## config.mk

```make
export PLATFORM = sky130hd
export DESIGN_NAME = async_memory_strobe_sequencer
export DESIGN_NICKNAME = d
export VERILOG_FILES = /design/src/async_mem_pkg.sv /design/src/async_memory_strobe_sequencer.sv
export SDC_FILE = /design/constraint.sdc
export NUM_CORES = 1
export LEC_CHECK = 0
export ABC_AREA = 0
export BUFFER_PORTS_ARGS = -buffer_cell sky130_fd_sc_hd__buf_2
export CAP_MARGIN = 10
export CORE_UTILIZATION = 52
export DETAILED_ROUTE_END_ITERATION = 10
export GPL_TIMING_DRIVEN = 0
export PLACE_DENSITY = 0.76
export SLEW_MARGIN = 25
export SYNTH_ARGS = -nofsm -noshare
export SYNTH_HDL_FRONTEND = slang
export SYNTH_HIERARCHICAL = 1
export SYNTH_SLANG_ARGS = --single-unit
```

## constraint.sdc

```tcl
create_clock -name ref_clk -period 3.6 [get_ports ref_clk]
set_input_delay 0.72 -clock ref_clk [delete_from_list [all_inputs] [get_ports ref_clk]]
set_output_delay 0.72 -clock ref_clk [all_outputs]
set_load 0.03 [all_outputs]
```

## src/async_mem_pkg.sv

```systemverilog
package async_mem_pkg;

    localparam int ADDR_W = 21;
    localparam int DATA_W = 16;
    localparam int BA_W = 2;
    localparam int CS_W = 4;
    localparam int CS_SEL_W = 2;
    localparam int CNT_W = 8;

    // one extended wait cycle lasts this many port cycles
    localparam int EXT_WAIT_BLOCK = 16;
    localparam int EXT_BLK_W = 4;
    // port cycles from the wait input falling to the strobe ending
    localparam int WAIT_RELEASE_CYCLES = 4;
    localparam int FIFO_DEPTH_DEF = 4;

    localparam logic [CNT_W-1:0] CNT_ONE = 8'h01;
    localparam logic [CNT_W-1:0] CNT_ZERO = 8'h00;
    localparam logic [EXT_BLK_W-1:0] BLK_LAST = 4'hF;
    localparam logic [EXT_BLK_W-1:0] BLK_ZERO = 4'h0;
    // the low sample and the final count cycle are two of the four release cycles
    localparam logic [CNT_W-1:0] RELEASE_LOAD = 8'h02;

    typedef enum {
        ST_IDLE,
        ST_SETUP,
        ST_STROBE,
        ST_EXTWAIT,
        ST_RELEASE,
        ST_HOLD,
        ST_TURN
    } seq_state_t;

    typedef struct packed {
        logic is_write;
        logic [CS_SEL_W-1:0] cs_sel;
        logic [ADDR_W-1:0] addr;
        logic [BA_W-1:0] byte_bank;
        logic [DATA_W-1:0] wdata;
    } mem_req_t;

    localparam int REQ_W = $bits(mem_req_t);

    typedef struct packed {
        logic [CNT_W-1:0] turnaround_cycles;
        logic [CNT_W-1:0] read_setup_cycles;
        logic [CNT_W-1:0] read_strobe_cycles;
        logic [CNT_W-1:0] read_hold_cycles;
        logic [CNT_W-1:0] write_setup_cycles;
        logic [CNT_W-1:0] write_strobe_cycles;
        logic [CNT_W-1:0] write_hold_cycles;
        logic [CNT_W-1:0] max_ext_wait_cycles;
    } async_cfg_t;

endpackage

```

## src/async_memory_strobe_sequencer.sv

```systemverilog
// Summary of operation
// RULE_01: phase lengths count port cycles; half rate makes a port cycle two clocks.
// RULE_02: all phase counts and the wait ceiling come from configuration inputs.
// RULE_03: a turnaround of the programmed count follows every access.
// RULE_04: a plain read lasts setup plus strobe plus hold port cycles.
// RULE_05: extended wait stretches read strobe by sixteen cycles per wait cycle.
// RULE_06: without extended wait, output-enable stays low exactly the strobe count.
// RULE_07: normal mode: chip select spans setup, strobe and hold of a read.
// RULE_08: select-strobe mode: chip select coincides with output-enable on reads.
// RULE_09: read address is valid a setup count before output-enable falls.
// RULE_10: read address stays stable a hold count after output-enable rises.
// RULE_11: byte/bank selects valid over read setup and held through read hold.
// RULE_12: output-enable rises four port cycles after wait input deasserts.
// RULE_13: a write lasts setup, strobe and hold, plus sixteen per wait cycle.
// RULE_14: write-enable stays low the strobe count plus sixteen per wait cycle.
// RULE_15: chip select coincides with write-enable in select-strobe mode, else spans setup/hold.
// RULE_16: write address valid a setup count before and a hold count after.
// RULE_17: byte/bank selects valid over write setup and held through write hold.
// RULE_18: write data is driven a setup count before write-enable falls.
// RULE_19: write data stays driven a hold count after write-enable rises.
// RULE_20: write-enable rises four port cycles after wait input deasserts.
// RULE_21: wait cycle count runs up to 255; reaching the ceiling ends with timeout.
// RULE_22: memory must raise wait four port cycles before hold would begin.
// RULE_23: memory must hold wait high and low at least two port cycles.
// RULE_24: read data is captured in the port cycle output-enable rises.
// RULE_25: data bus is not driven during reads and turnaround.

module req_fifo #(
    parameter int WIDTH = 8,
    parameter int DEPTH = 4
) (
    input wire logic ref_clk,
    input wire logic sys_rst,
    input wire logic in_valid,
    output logic in_ready,
    input wire logic [WIDTH-1:0] in_data,
    output logic out_valid,
    input wire logic out_ready,
    output logic [WIDTH-1:0] out_data
);
    localparam int PTR_W = $clog2(DEPTH);

    generate
        if (DEPTH < 2 || (1 << PTR_W) != DEPTH) begin : g_bad_depth
            $error("req_fifo depth must be a power of two of at least 2");
        end
    endgenerate

    logic [WIDTH-1:0] store [DEPTH];
    logic [PTR_W:0] wr_ptr_reg;
    logic [PTR_W:0] wr_ptr_next;
    logic [PTR_W:0] rd_ptr_reg;
    logic [PTR_W:0] rd_ptr_next;
    logic push;
    logic pop;

    always_comb begin
        out_valid = (wr_ptr_reg != rd_ptr_reg);
        in_ready = !((wr_ptr_reg[PTR_W] != rd_ptr_reg[PTR_W])
                     && (wr_ptr_reg[PTR_W-1:0] == rd_ptr_reg[PTR_W-1:0]));
        push = in_valid && in_ready;
        pop = out_valid && out_ready;
        wr_ptr_next = push ? wr_ptr_reg + 1'b1 : wr_ptr_reg;
        rd_ptr_next = pop ? rd_ptr_reg + 1'b1 : rd_ptr_reg;
        out_data = store[rd_ptr_reg[PTR_W-1:0]];
    end

    always_ff @(posedge ref_clk) begin
        if (sys_rst) begin
            wr_ptr_reg <= '0;
            rd_ptr_reg <= '0;
        end else begin
            wr_ptr_reg <= wr_ptr_next;
            rd_ptr_reg <= rd_ptr_next;
        end
    end

    // storage needs no reset; only words behind the write pointer are read
    always_ff @(posedge ref_clk) begin
        if (push) begin
            store[wr_ptr_reg[PTR_W-1:0]] <= in_data;
        end
    end
endmodule

module async_memory_strobe_sequencer
    import async_mem_pkg::*;
#(
    parameter int FIFO_DEPTH = FIFO_DEPTH_DEF
) (
    input wire logic ref_clk,
    input wire logic sys_rst,
    input wire logic half_rate,
    input wire logic select_strobe_mode,
    input wire logic extended_wait_enable,
    input wire async_cfg_t cfg,
    input wire logic req_valid,
    output logic req_ready,
    input wire mem_req_t req,
    output logic [DATA_W-1:0] rd_data,
    output logic rd_data_valid,
    output logic wait_timeout,
    output logic [CNT_W-1:0] ext_wait_count,
    output logic busy,
    output logic [CS_W-1:0] mem_chip_select_n,
    output logic mem_output_enable_n,
    output logic mem_write_enable_n,
    output logic [BA_W-1:0] mem_byte_bank_sel,
    output logic [ADDR_W-1:0] mem_addr_bus,
    input wire logic [DATA_W-1:0] mem_data_bus_in,
    output logic [DATA_W-1:0] mem_data_bus_out,
    output logic mem_data_bus_oe,
    input wire logic mem_wait_in
);

    generate
        if (FIFO_DEPTH < 2 || (1 << $clog2(FIFO_DEPTH)) != FIFO_DEPTH) begin : g_bad_fifo_depth
            $error("request FIFO depth must be a power of two of at least 2");
        end
    endgenerate

    // a programmed zero is served as one port cycle; returns the counter load
    function automatic logic [CNT_W-1:0] phase_load(input logic [CNT_W-1:0] len);
        return (len == CNT_ZERO) ? CNT_ZERO : len - CNT_ONE;
    endfunction

    mem_req_t fifo_data;
    logic fifo_valid;
    logic fifo_pop;

    req_fifo #(
        .WIDTH(REQ_W),
        .DEPTH(FIFO_DEPTH)
    ) u_req_fifo (
        .ref_clk(ref_clk),
        .sys_rst(sys_rst),
        .in_valid(req_valid),
        .in_ready(req_ready),
        .in_data(req),
        .out_valid(fifo_valid),
        .out_ready(fifo_pop),
        .out_data(fifo_data)
    );

    seq_state_t state_reg;
    seq_state_t state_next;
    mem_req_t acc_reg;
    mem_req_t acc_next;
    logic [CNT_W-1:0] cnt_reg;
    logic [CNT_W-1:0] cnt_next;
    logic [EXT_BLK_W-1:0] blk_reg;
    logic [EXT_BLK_W-1:0] blk_next;
    logic [CNT_W-1:0] ewc_reg;
    logic [CNT_W-1:0] ewc_next;
    logic wait_seen_reg;
    logic wait_seen_next;
    logic half_phase_reg;
    logic half_phase_next;
    logic tick;
    logic last;
    logic finish_strobe;
    logic timeout_now;
    logic start_now;

    logic [DATA_W-1:0] rd_data_reg;
    logic [DATA_W-1:0] rd_data_next;
    logic rd_valid_reg;
    logic rd_valid_next;
    logic timeout_reg;
    logic timeout_next;
    logic [CS_W-1:0] cs_n_reg;
    logic [CS_W-1:0] cs_n_next;
    logic oe_n_reg;
    logic oe_n_next;
    logic we_n_reg;
    logic we_n_next;
    logic [BA_W-1:0] ba_reg;
    logic [BA_W-1:0] ba_next;
    logic [ADDR_W-1:0] addr_reg;
    logic [ADDR_W-1:0] addr_next;
    logic [DATA_W-1:0] dout_reg;
    logic [DATA_W-1:0] dout_next;
    logic doe_reg;
    logic doe_next;
    logic in_access;
    logic strobe_act;
    logic cs_act;

    // port cycle strobe: every clock at full rate, every second clock at half rate
    always_comb begin
        half_phase_next = half_rate ? !half_phase_reg : 1'b0;
        tick = !half_rate || half_phase_reg; // [RULE_01]
        last = tick && (cnt_reg == CNT_ZERO);
    end

    always_comb begin
        state_next = state_reg;
        acc_next = acc_reg;
        cnt_next = cnt_reg;
        blk_next = blk_reg;
        ewc_next = ewc_reg;
        wait_seen_next = wait_seen_reg;
        rd_data_next = rd_data_reg;
        rd_valid_next = 1'b0;
        timeout_next = 1'b0;
        fifo_pop = 1'b0;
        finish_strobe = 1'b0;
        timeout_now = 1'b0;
        start_now = 1'b0;
        case (state_reg)
            ST_IDLE: begin
                start_now = tick;
            end
            ST_SETUP: begin
                if (last) begin
                    state_next = ST_STROBE;
                    cnt_next = phase_load(acc_reg.is_write ? cfg.write_strobe_cycles
                                                           : cfg.read_strobe_cycles);
                end
            end
            ST_STROBE: begin
                // wait is noticed anywhere in the strobe, so a memory meeting
                // the four-cycle setup before hold is caught whenever the strobe lasts four or more port cycles
                if (extended_wait_enable && mem_wait_in) begin
                    wait_seen_next = 1'b1; // [RULE_22]
                end
                if (last) begin
                    if (extended_wait_enable && (wait_seen_reg || mem_wait_in)) begin
                        state_next = ST_EXTWAIT; // [RULE_05] [RULE_13]
                        blk_next = BLK_ZERO;
                    end else begin
                        finish_strobe = 1'b1; // [RULE_06] [RULE_04]
                    end
                end
            end
            ST_EXTWAIT: begin
                if (tick) begin
                    blk_next = blk_reg + 1'b1;
                    if (blk_reg == BLK_LAST) begin
                        ewc_next = ewc_reg + CNT_ONE; // [RULE_05] [RULE_14]
                        if (ewc_reg + CNT_ONE >= cfg.max_ext_wait_cycles) begin
                            timeout_now = 1'b1; // [RULE_21]
                        end
                    end
                    if (timeout_now) begin
                        timeout_next = 1'b1;
                        finish_strobe = 1'b1;
                    end else if (!mem_wait_in) begin
                        // wait is trusted to stand two port cycles, so one low sample suffices
                        state_next = ST_RELEASE; // [RULE_23]
                        cnt_next = RELEASE_LOAD;
                    end
                end
            end
            ST_RELEASE: begin
                if (last) begin
                    finish_strobe = 1'b1; // [RULE_12] [RULE_20]
                end
            end
            ST_HOLD: begin
                if (last) begin
                    state_next = ST_TURN;
                    cnt_next = phase_load(cfg.turnaround_cycles); // [RULE_03]
                end
            end
            ST_TURN: begin
                if (last) begin
                    // a waiting request starts on the edge that ends turnaround, so the gap is exact
                    state_next = ST_IDLE;
                    start_now = 1'b1; // [RULE_03]
                end
            end
            default: begin
                state_next = ST_IDLE;
            end
        endcase
        if (start_now && fifo_valid) begin
            fifo_pop = 1'b1;
            acc_next = fifo_data;
            state_next = ST_SETUP;
            ewc_next = CNT_ZERO;
            wait_seen_next = 1'b0;
            cnt_next = phase_load(fifo_data.is_write ? cfg.write_setup_cycles
                                                     : cfg.read_setup_cycles); // [RULE_02]
        end
        if (finish_strobe) begin
            state_next = ST_HOLD;
            cnt_next = phase_load(acc_reg.is_write ? cfg.write_hold_cycles
                                                   : cfg.read_hold_cycles);
            if (!acc_reg.is_write) begin
                // sampled while output-enable is still low, on the edge that raises it
                rd_data_next = mem_data_bus_in; // [RULE_24]
                rd_valid_next = 1'b1;
            end
        end else if (state_next == state_reg && tick && state_reg != ST_IDLE
                     && state_reg != ST_EXTWAIT && cnt_reg != CNT_ZERO) begin
            cnt_next = cnt_reg - CNT_ONE;
        end
    end

    // pins follow the next state so they change on the same edge as the phase
    always_comb begin
        in_access = (state_next == ST_SETUP) || (state_next == ST_STROBE)
                    || (state_next == ST_EXTWAIT) || (state_next == ST_RELEASE)
                    || (state_next == ST_HOLD);
        strobe_act = (state_next == ST_STROBE) || (state_next == ST_EXTWAIT)
                     || (state_next == ST_RELEASE);
        cs_act = select_strobe_mode ? strobe_act : in_access; // [RULE_07] [RULE_08] [RULE_15]
        cs_n_next = '1;
        if (cs_act) begin
            cs_n_next[acc_next.cs_sel] = 1'b0;
        end
        oe_n_next = !(strobe_act && !acc_next.is_write); // [RULE_06]
        we_n_next = !(strobe_act && acc_next.is_write); // [RULE_14]
        addr_next = in_access ? acc_next.addr : addr_reg; // [RULE_09] [RULE_10] [RULE_16]
        ba_next = in_access ? acc_next.byte_bank : ba_reg; // [RULE_11] [RULE_17]
        dout_next = in_access ? acc_next.wdata : dout_reg; // [RULE_18]
        doe_next = in_access && acc_next.is_write; // [RULE_19] [RULE_25]
    end

    always_ff @(posedge ref_clk) begin
        if (sys_rst) begin
            state_reg <= ST_IDLE;
            acc_reg <= '0;
            cnt_reg <= CNT_ZERO;
            blk_reg <= BLK_ZERO;
            ewc_reg <= CNT_ZERO;
            wait_seen_reg <= 1'b0;
            half_phase_reg <= 1'b0;
            rd_data_reg <= '0;
            rd_valid_reg <= 1'b0;
            timeout_reg <= 1'b0;
            cs_n_reg <= '1;
            oe_n_reg <= 1'b1;
            we_n_reg <= 1'b1;
            ba_reg <= '0;
            addr_reg <= '0;
            dout_reg <= '0;
            doe_reg <= 1'b0;
        end else begin
            state_reg <= state_next;
            acc_reg <= acc_next;
            cnt_reg <= cnt_next;
            blk_reg <= blk_next;
            ewc_reg <= ewc_next;
            wait_seen_reg <= wait_seen_next;
            half_phase_reg <= half_phase_next;
            rd_data_reg <= rd_data_next;
            rd_valid_reg <= rd_valid_next;
            timeout_reg <= timeout_next;
            cs_n_reg <= cs_n_next;
            oe_n_reg <= oe_n_next;
            we_n_reg <= we_n_next;
            ba_reg <= ba_next;
            addr_reg <= addr_next;
            dout_reg <= dout_next;
            doe_reg <= doe_next;
        end
    end

    always_comb begin
        rd_data = rd_data_reg;
        rd_data_valid = rd_valid_reg;
        wait_timeout = timeout_reg;
        ext_wait_count = ewc_reg;
        busy = (state_reg != ST_IDLE);
        mem_chip_select_n = cs_n_reg;
        mem_output_enable_n = oe_n_reg;
        mem_write_enable_n = we_n_reg;
        mem_byte_bank_sel = ba_reg;
        mem_addr_bus = addr_reg;
        mem_data_bus_out = dout_reg;
        mem_data_bus_oe = doe_reg;
    end
endmodule

```

==> results.md <==
* Outcome: complete, but fails checks
* Violated checks: negative setup slack
* Initial antenna violation count at 7
* Post-synthesis sequential area ratio at between 50 and 60%
* Remaining antenna violation count after routing at 0
* Minimum clock period at roughly 3800 ps
* Initial Utilization at 52.86%
* Critical path, cell by cell: ha_4 > and3_4 > and3_4 > xor2_1 > ha_1 > and3_4 > a221oi_2 > nor2_2 > o211a_1 > o31a_1 > or3_4 > mux2_4 > clkbuf_16 > mux2_4
* Max Clock Skew at about 23 ps
* Pin slew with the least headroom to its limit at between 900 and 1000 ps
* Max Clk Rate at between 0.2 and 0.3 GHz
* Clk buf depth at 3
* Total Wirelength at 34150 microns
* Gr ovfl total at 0
* Largest net degree at the start of global routing at 43
* Root Buffer: clkbuf_16
* Met1 WL at around 14000 microns
* Post-synthesis async set-or-reset flop share at 0%
* Worst vdd rail ir drop at around 0.00043 V
* Vias in the first global route at between 9000 and 10000
* Latest clock arrival within the worst-skew pair at around 530 ps
* Global Route Usage Sum at 24.39%
* P per Cell Area at 472.2 nW/um^2
* Max_cap viols at 0
* Pre-antenna DRT Iters at 5
* Area Growth Syn to Fin at 22.64%
* CTS Buf Count at 34
* Core area at approximately 27000 sq um
* Worst Setup End Kind: flop
* Vias per cell at ~5.5
* Synthesized instance count at 1135
* CTS Hold Bufs at 0
* DR iter-0 viols at approximately 670
* Crit-path most repeated cell: and3_4
* CTS tree: yes
* Detailed Place HPWL at about 23000 microns
* Metal3 WL at 2548 microns
* GPL Wtd Cong at 0.9261
* CP max stage cell: mux2_4
* Pre-CTS setup slack at -426.9 ps
* Via count at 9911
* Yosys top cell by area: edfxtp_1
* H-Tree Depth at 2
* WL met2 at roughly 17000 microns
* EDFF count, synth at approximately 170
* Final slew viol count at 0
* Final hold violations at 0
* Global-route wire length before repair at between 50000 and 60000 microns
* DP Cell Count at around 1700
* Reg clk slew, reported paths at around 60 ps
* Worst Path Required at 4000 ps
* Die area at 27910 sq um
* Worst setup SP type: flop
* Nets at 1573
* TritonCTS Sinks at between 300 and 400
* Library cells used by synthesis at 63
* Syn Area/Cell at 12.48 sq um
* Max Used Layer: met5
* Relative slew slack at between 30% and 40%
* PortBufs at between 200 and 250
* Syn. warnings at 6
* Final Non-Filler Cells at approximately 1800
* Synth area leaders: edfxtp_1 36%, dfxtp_1 24%, mux4_2 7.0%, mux2_4 4.2%, nand2_1 4.0%
* Max stage delay on crit path at between 400 and 500 ps
* Max reg flops at between 150 and 200
* WS Path Type: reg -> reg
* Mapped cell area at between 10000 and 15000 sq um
* Worst EP arrival at roughly 4200 ps
* Fraction of layout instances using a drive strength above 1 at slightly below 30%
* P_leak at between 6 and 7 nW
* Hold crit path type: in -> reg
* Fillers at 2025
* FP Rows at 60
* Top_reg_cell synth: edfxtp_1
* Die W at 167.1 microns
* Routed WL per cell at approximately 19 microns
* RSZ-0062 raised after global routing: yes
* Final setup fails at 40
* Worst setup margin at -217.7 ps
* Top-area cell type share of the netlist area at between 30% and 40%
* Crit Path Max Fanout at 8
* Post-route clock period utilization at 106.0%
* Synth Register Bits at between 300 and 400
* Die Ht at 167.1 microns
* DRC violations left at 0
* I/O pins at 203
-- what timing repair did --
action,4_1_cts,5_1_grt
endpoints found under the setup margin,67,104
gates resized for setup,16,33
gates cloned,1,3
pin swaps,3,9
buffers inserted,11,8
-- layer usage --
| metal | vias up | GRT usage, % |
|---|---|---|
| met5 | - | 0 |
| met4 | 4 | 8.172 |
| met3 | 61 | 5.299 |
| met2 | 349 | 42.04 |
| met1 | 4794 | 30.40 |
| li1 | 4703 | - |
-- cells in the mapped netlist (all sizes together), types with 22 or more instances --
library cell and instances:
nor2b 52, nor2 54, a21oi 76, inv 23, nand2 150, nor3 22, clkbuf 35, dfxtp 168
xor2 33, mux4 44, edfxtp 168, mux2i 25, mux2 40, o21ai 24
-- kinds of logic after synthesis --
group	share of synthesized area, %
AO/OA/AOI/OAI	7.569
AND/OR/NAND/NOR	12.79
flip-flops	59.35
buffers and inverters	2.438
other	0.02647
adder cells (fa/ha/maj)	1.855
multiplexers	13.00
XOR/XNOR	2.968
-- final timing paths --
kind	startpoint	endpoint	slack (ps)	cells after the start
worst min register to register	rd_data[14]	rd_data[14]	450	2
worst min-delay path	req[38]	u_req_fifo/store[2][38]	400	1
worst max-delay path	ext_wait_count[0]	mem_addr_bus[19]	-220	14
worst max register to register	ext_wait_count[0]	mem_addr_bus[19]	-220	14
-- report_power, final --
part / leakage, nW / total [mW] / switching (mW) / internal (mW)
Combinational: 3.15 / 0.513 / 0.310 / 0.203
Clock: 0.529 / 3.45 / 1.45 / 2.00
Sequential: 2.91 / 4.24 / 0.0445 / 4.19
-- cell type report --
cell class | count | area (sq um) | share of cell area, %
diodes | 5 | 12.51 | 0.07202
plain buffers | 53 | 310.3 | 1.786
clock buffers | 56 | 1003 | 5.776
clock inverters | 6 | 100.1 | 0.5762
inverters | 23 | 86.33 | 0.4969
multi-input cells | 748 | 5698 | 32.80
flip-flops and latches | 336 | 8423 | 48.48
well taps | 341 | 426.7 | 2.456
repair buffers | 227 | 1313 | 7.555
-- through the flow --
stage          util, %  setup TNS, ps  instance area [sq um]  power, mW  hold slack (ps)
3_3_place_gp     58.84         -83270                  15770      4.789            436.1
5_1_grt          64.79         -11620                  17370      8.471            393.4
2_1_floorplan        -          -3362                  14340      4.590            437.5
6_report         64.82          -7796                  17370      8.204            403.2
4_1_cts          63.84          -7303                  17110      8.250            391.0
3_5_place_dp     59.13         -17140                  15850      4.816            440.9
-- placed cells by master (no fill, tap or decap), types with 5 or more instances in the layout --
cell,instances
buf_2,207
edfxtp_1,168
dfxtp_1,162
nand2_1,150
a21oi_1,75
nor2b_1,52
nor2_1,51
mux4_2,44
clkbuf_1,43
mux2_4,40
clkbuf_16,37
xor2_1,32
conb_1,29
inv_1,23
mux2i_1,23
o21ai_0,23
nor3_1,21
buf_4,20
ha_1,20
o211ai_1,17
a31oi_1,17
nand3_1,14
xnor2_1,14
nor4_1,11
nor3b_1,11
nand4_1,9
nand2b_1,7
or3_1,7
clkbuf_8,7
diode_2,5
and3_4,5
and3_1,5
a211o_1,5
-- critical path: cells and delay by family, from the launching register on --
| kind | cells | cell delay (ps) |
|---|---|---|
| buffers and inverters | 1 | 220 |
| muxes | 2 | 740 |
| adders and majority gates | 2 | 460 |
| DFF | 1 | 360 |
| xor gates and xnor gates | 1 | 140 |
| and+or+nand+nor | 5 | 990 |
| AOI/OAI and AO/OA | 3 | 810 |
No activity file was read; power rests on OpenSTA's default activity.
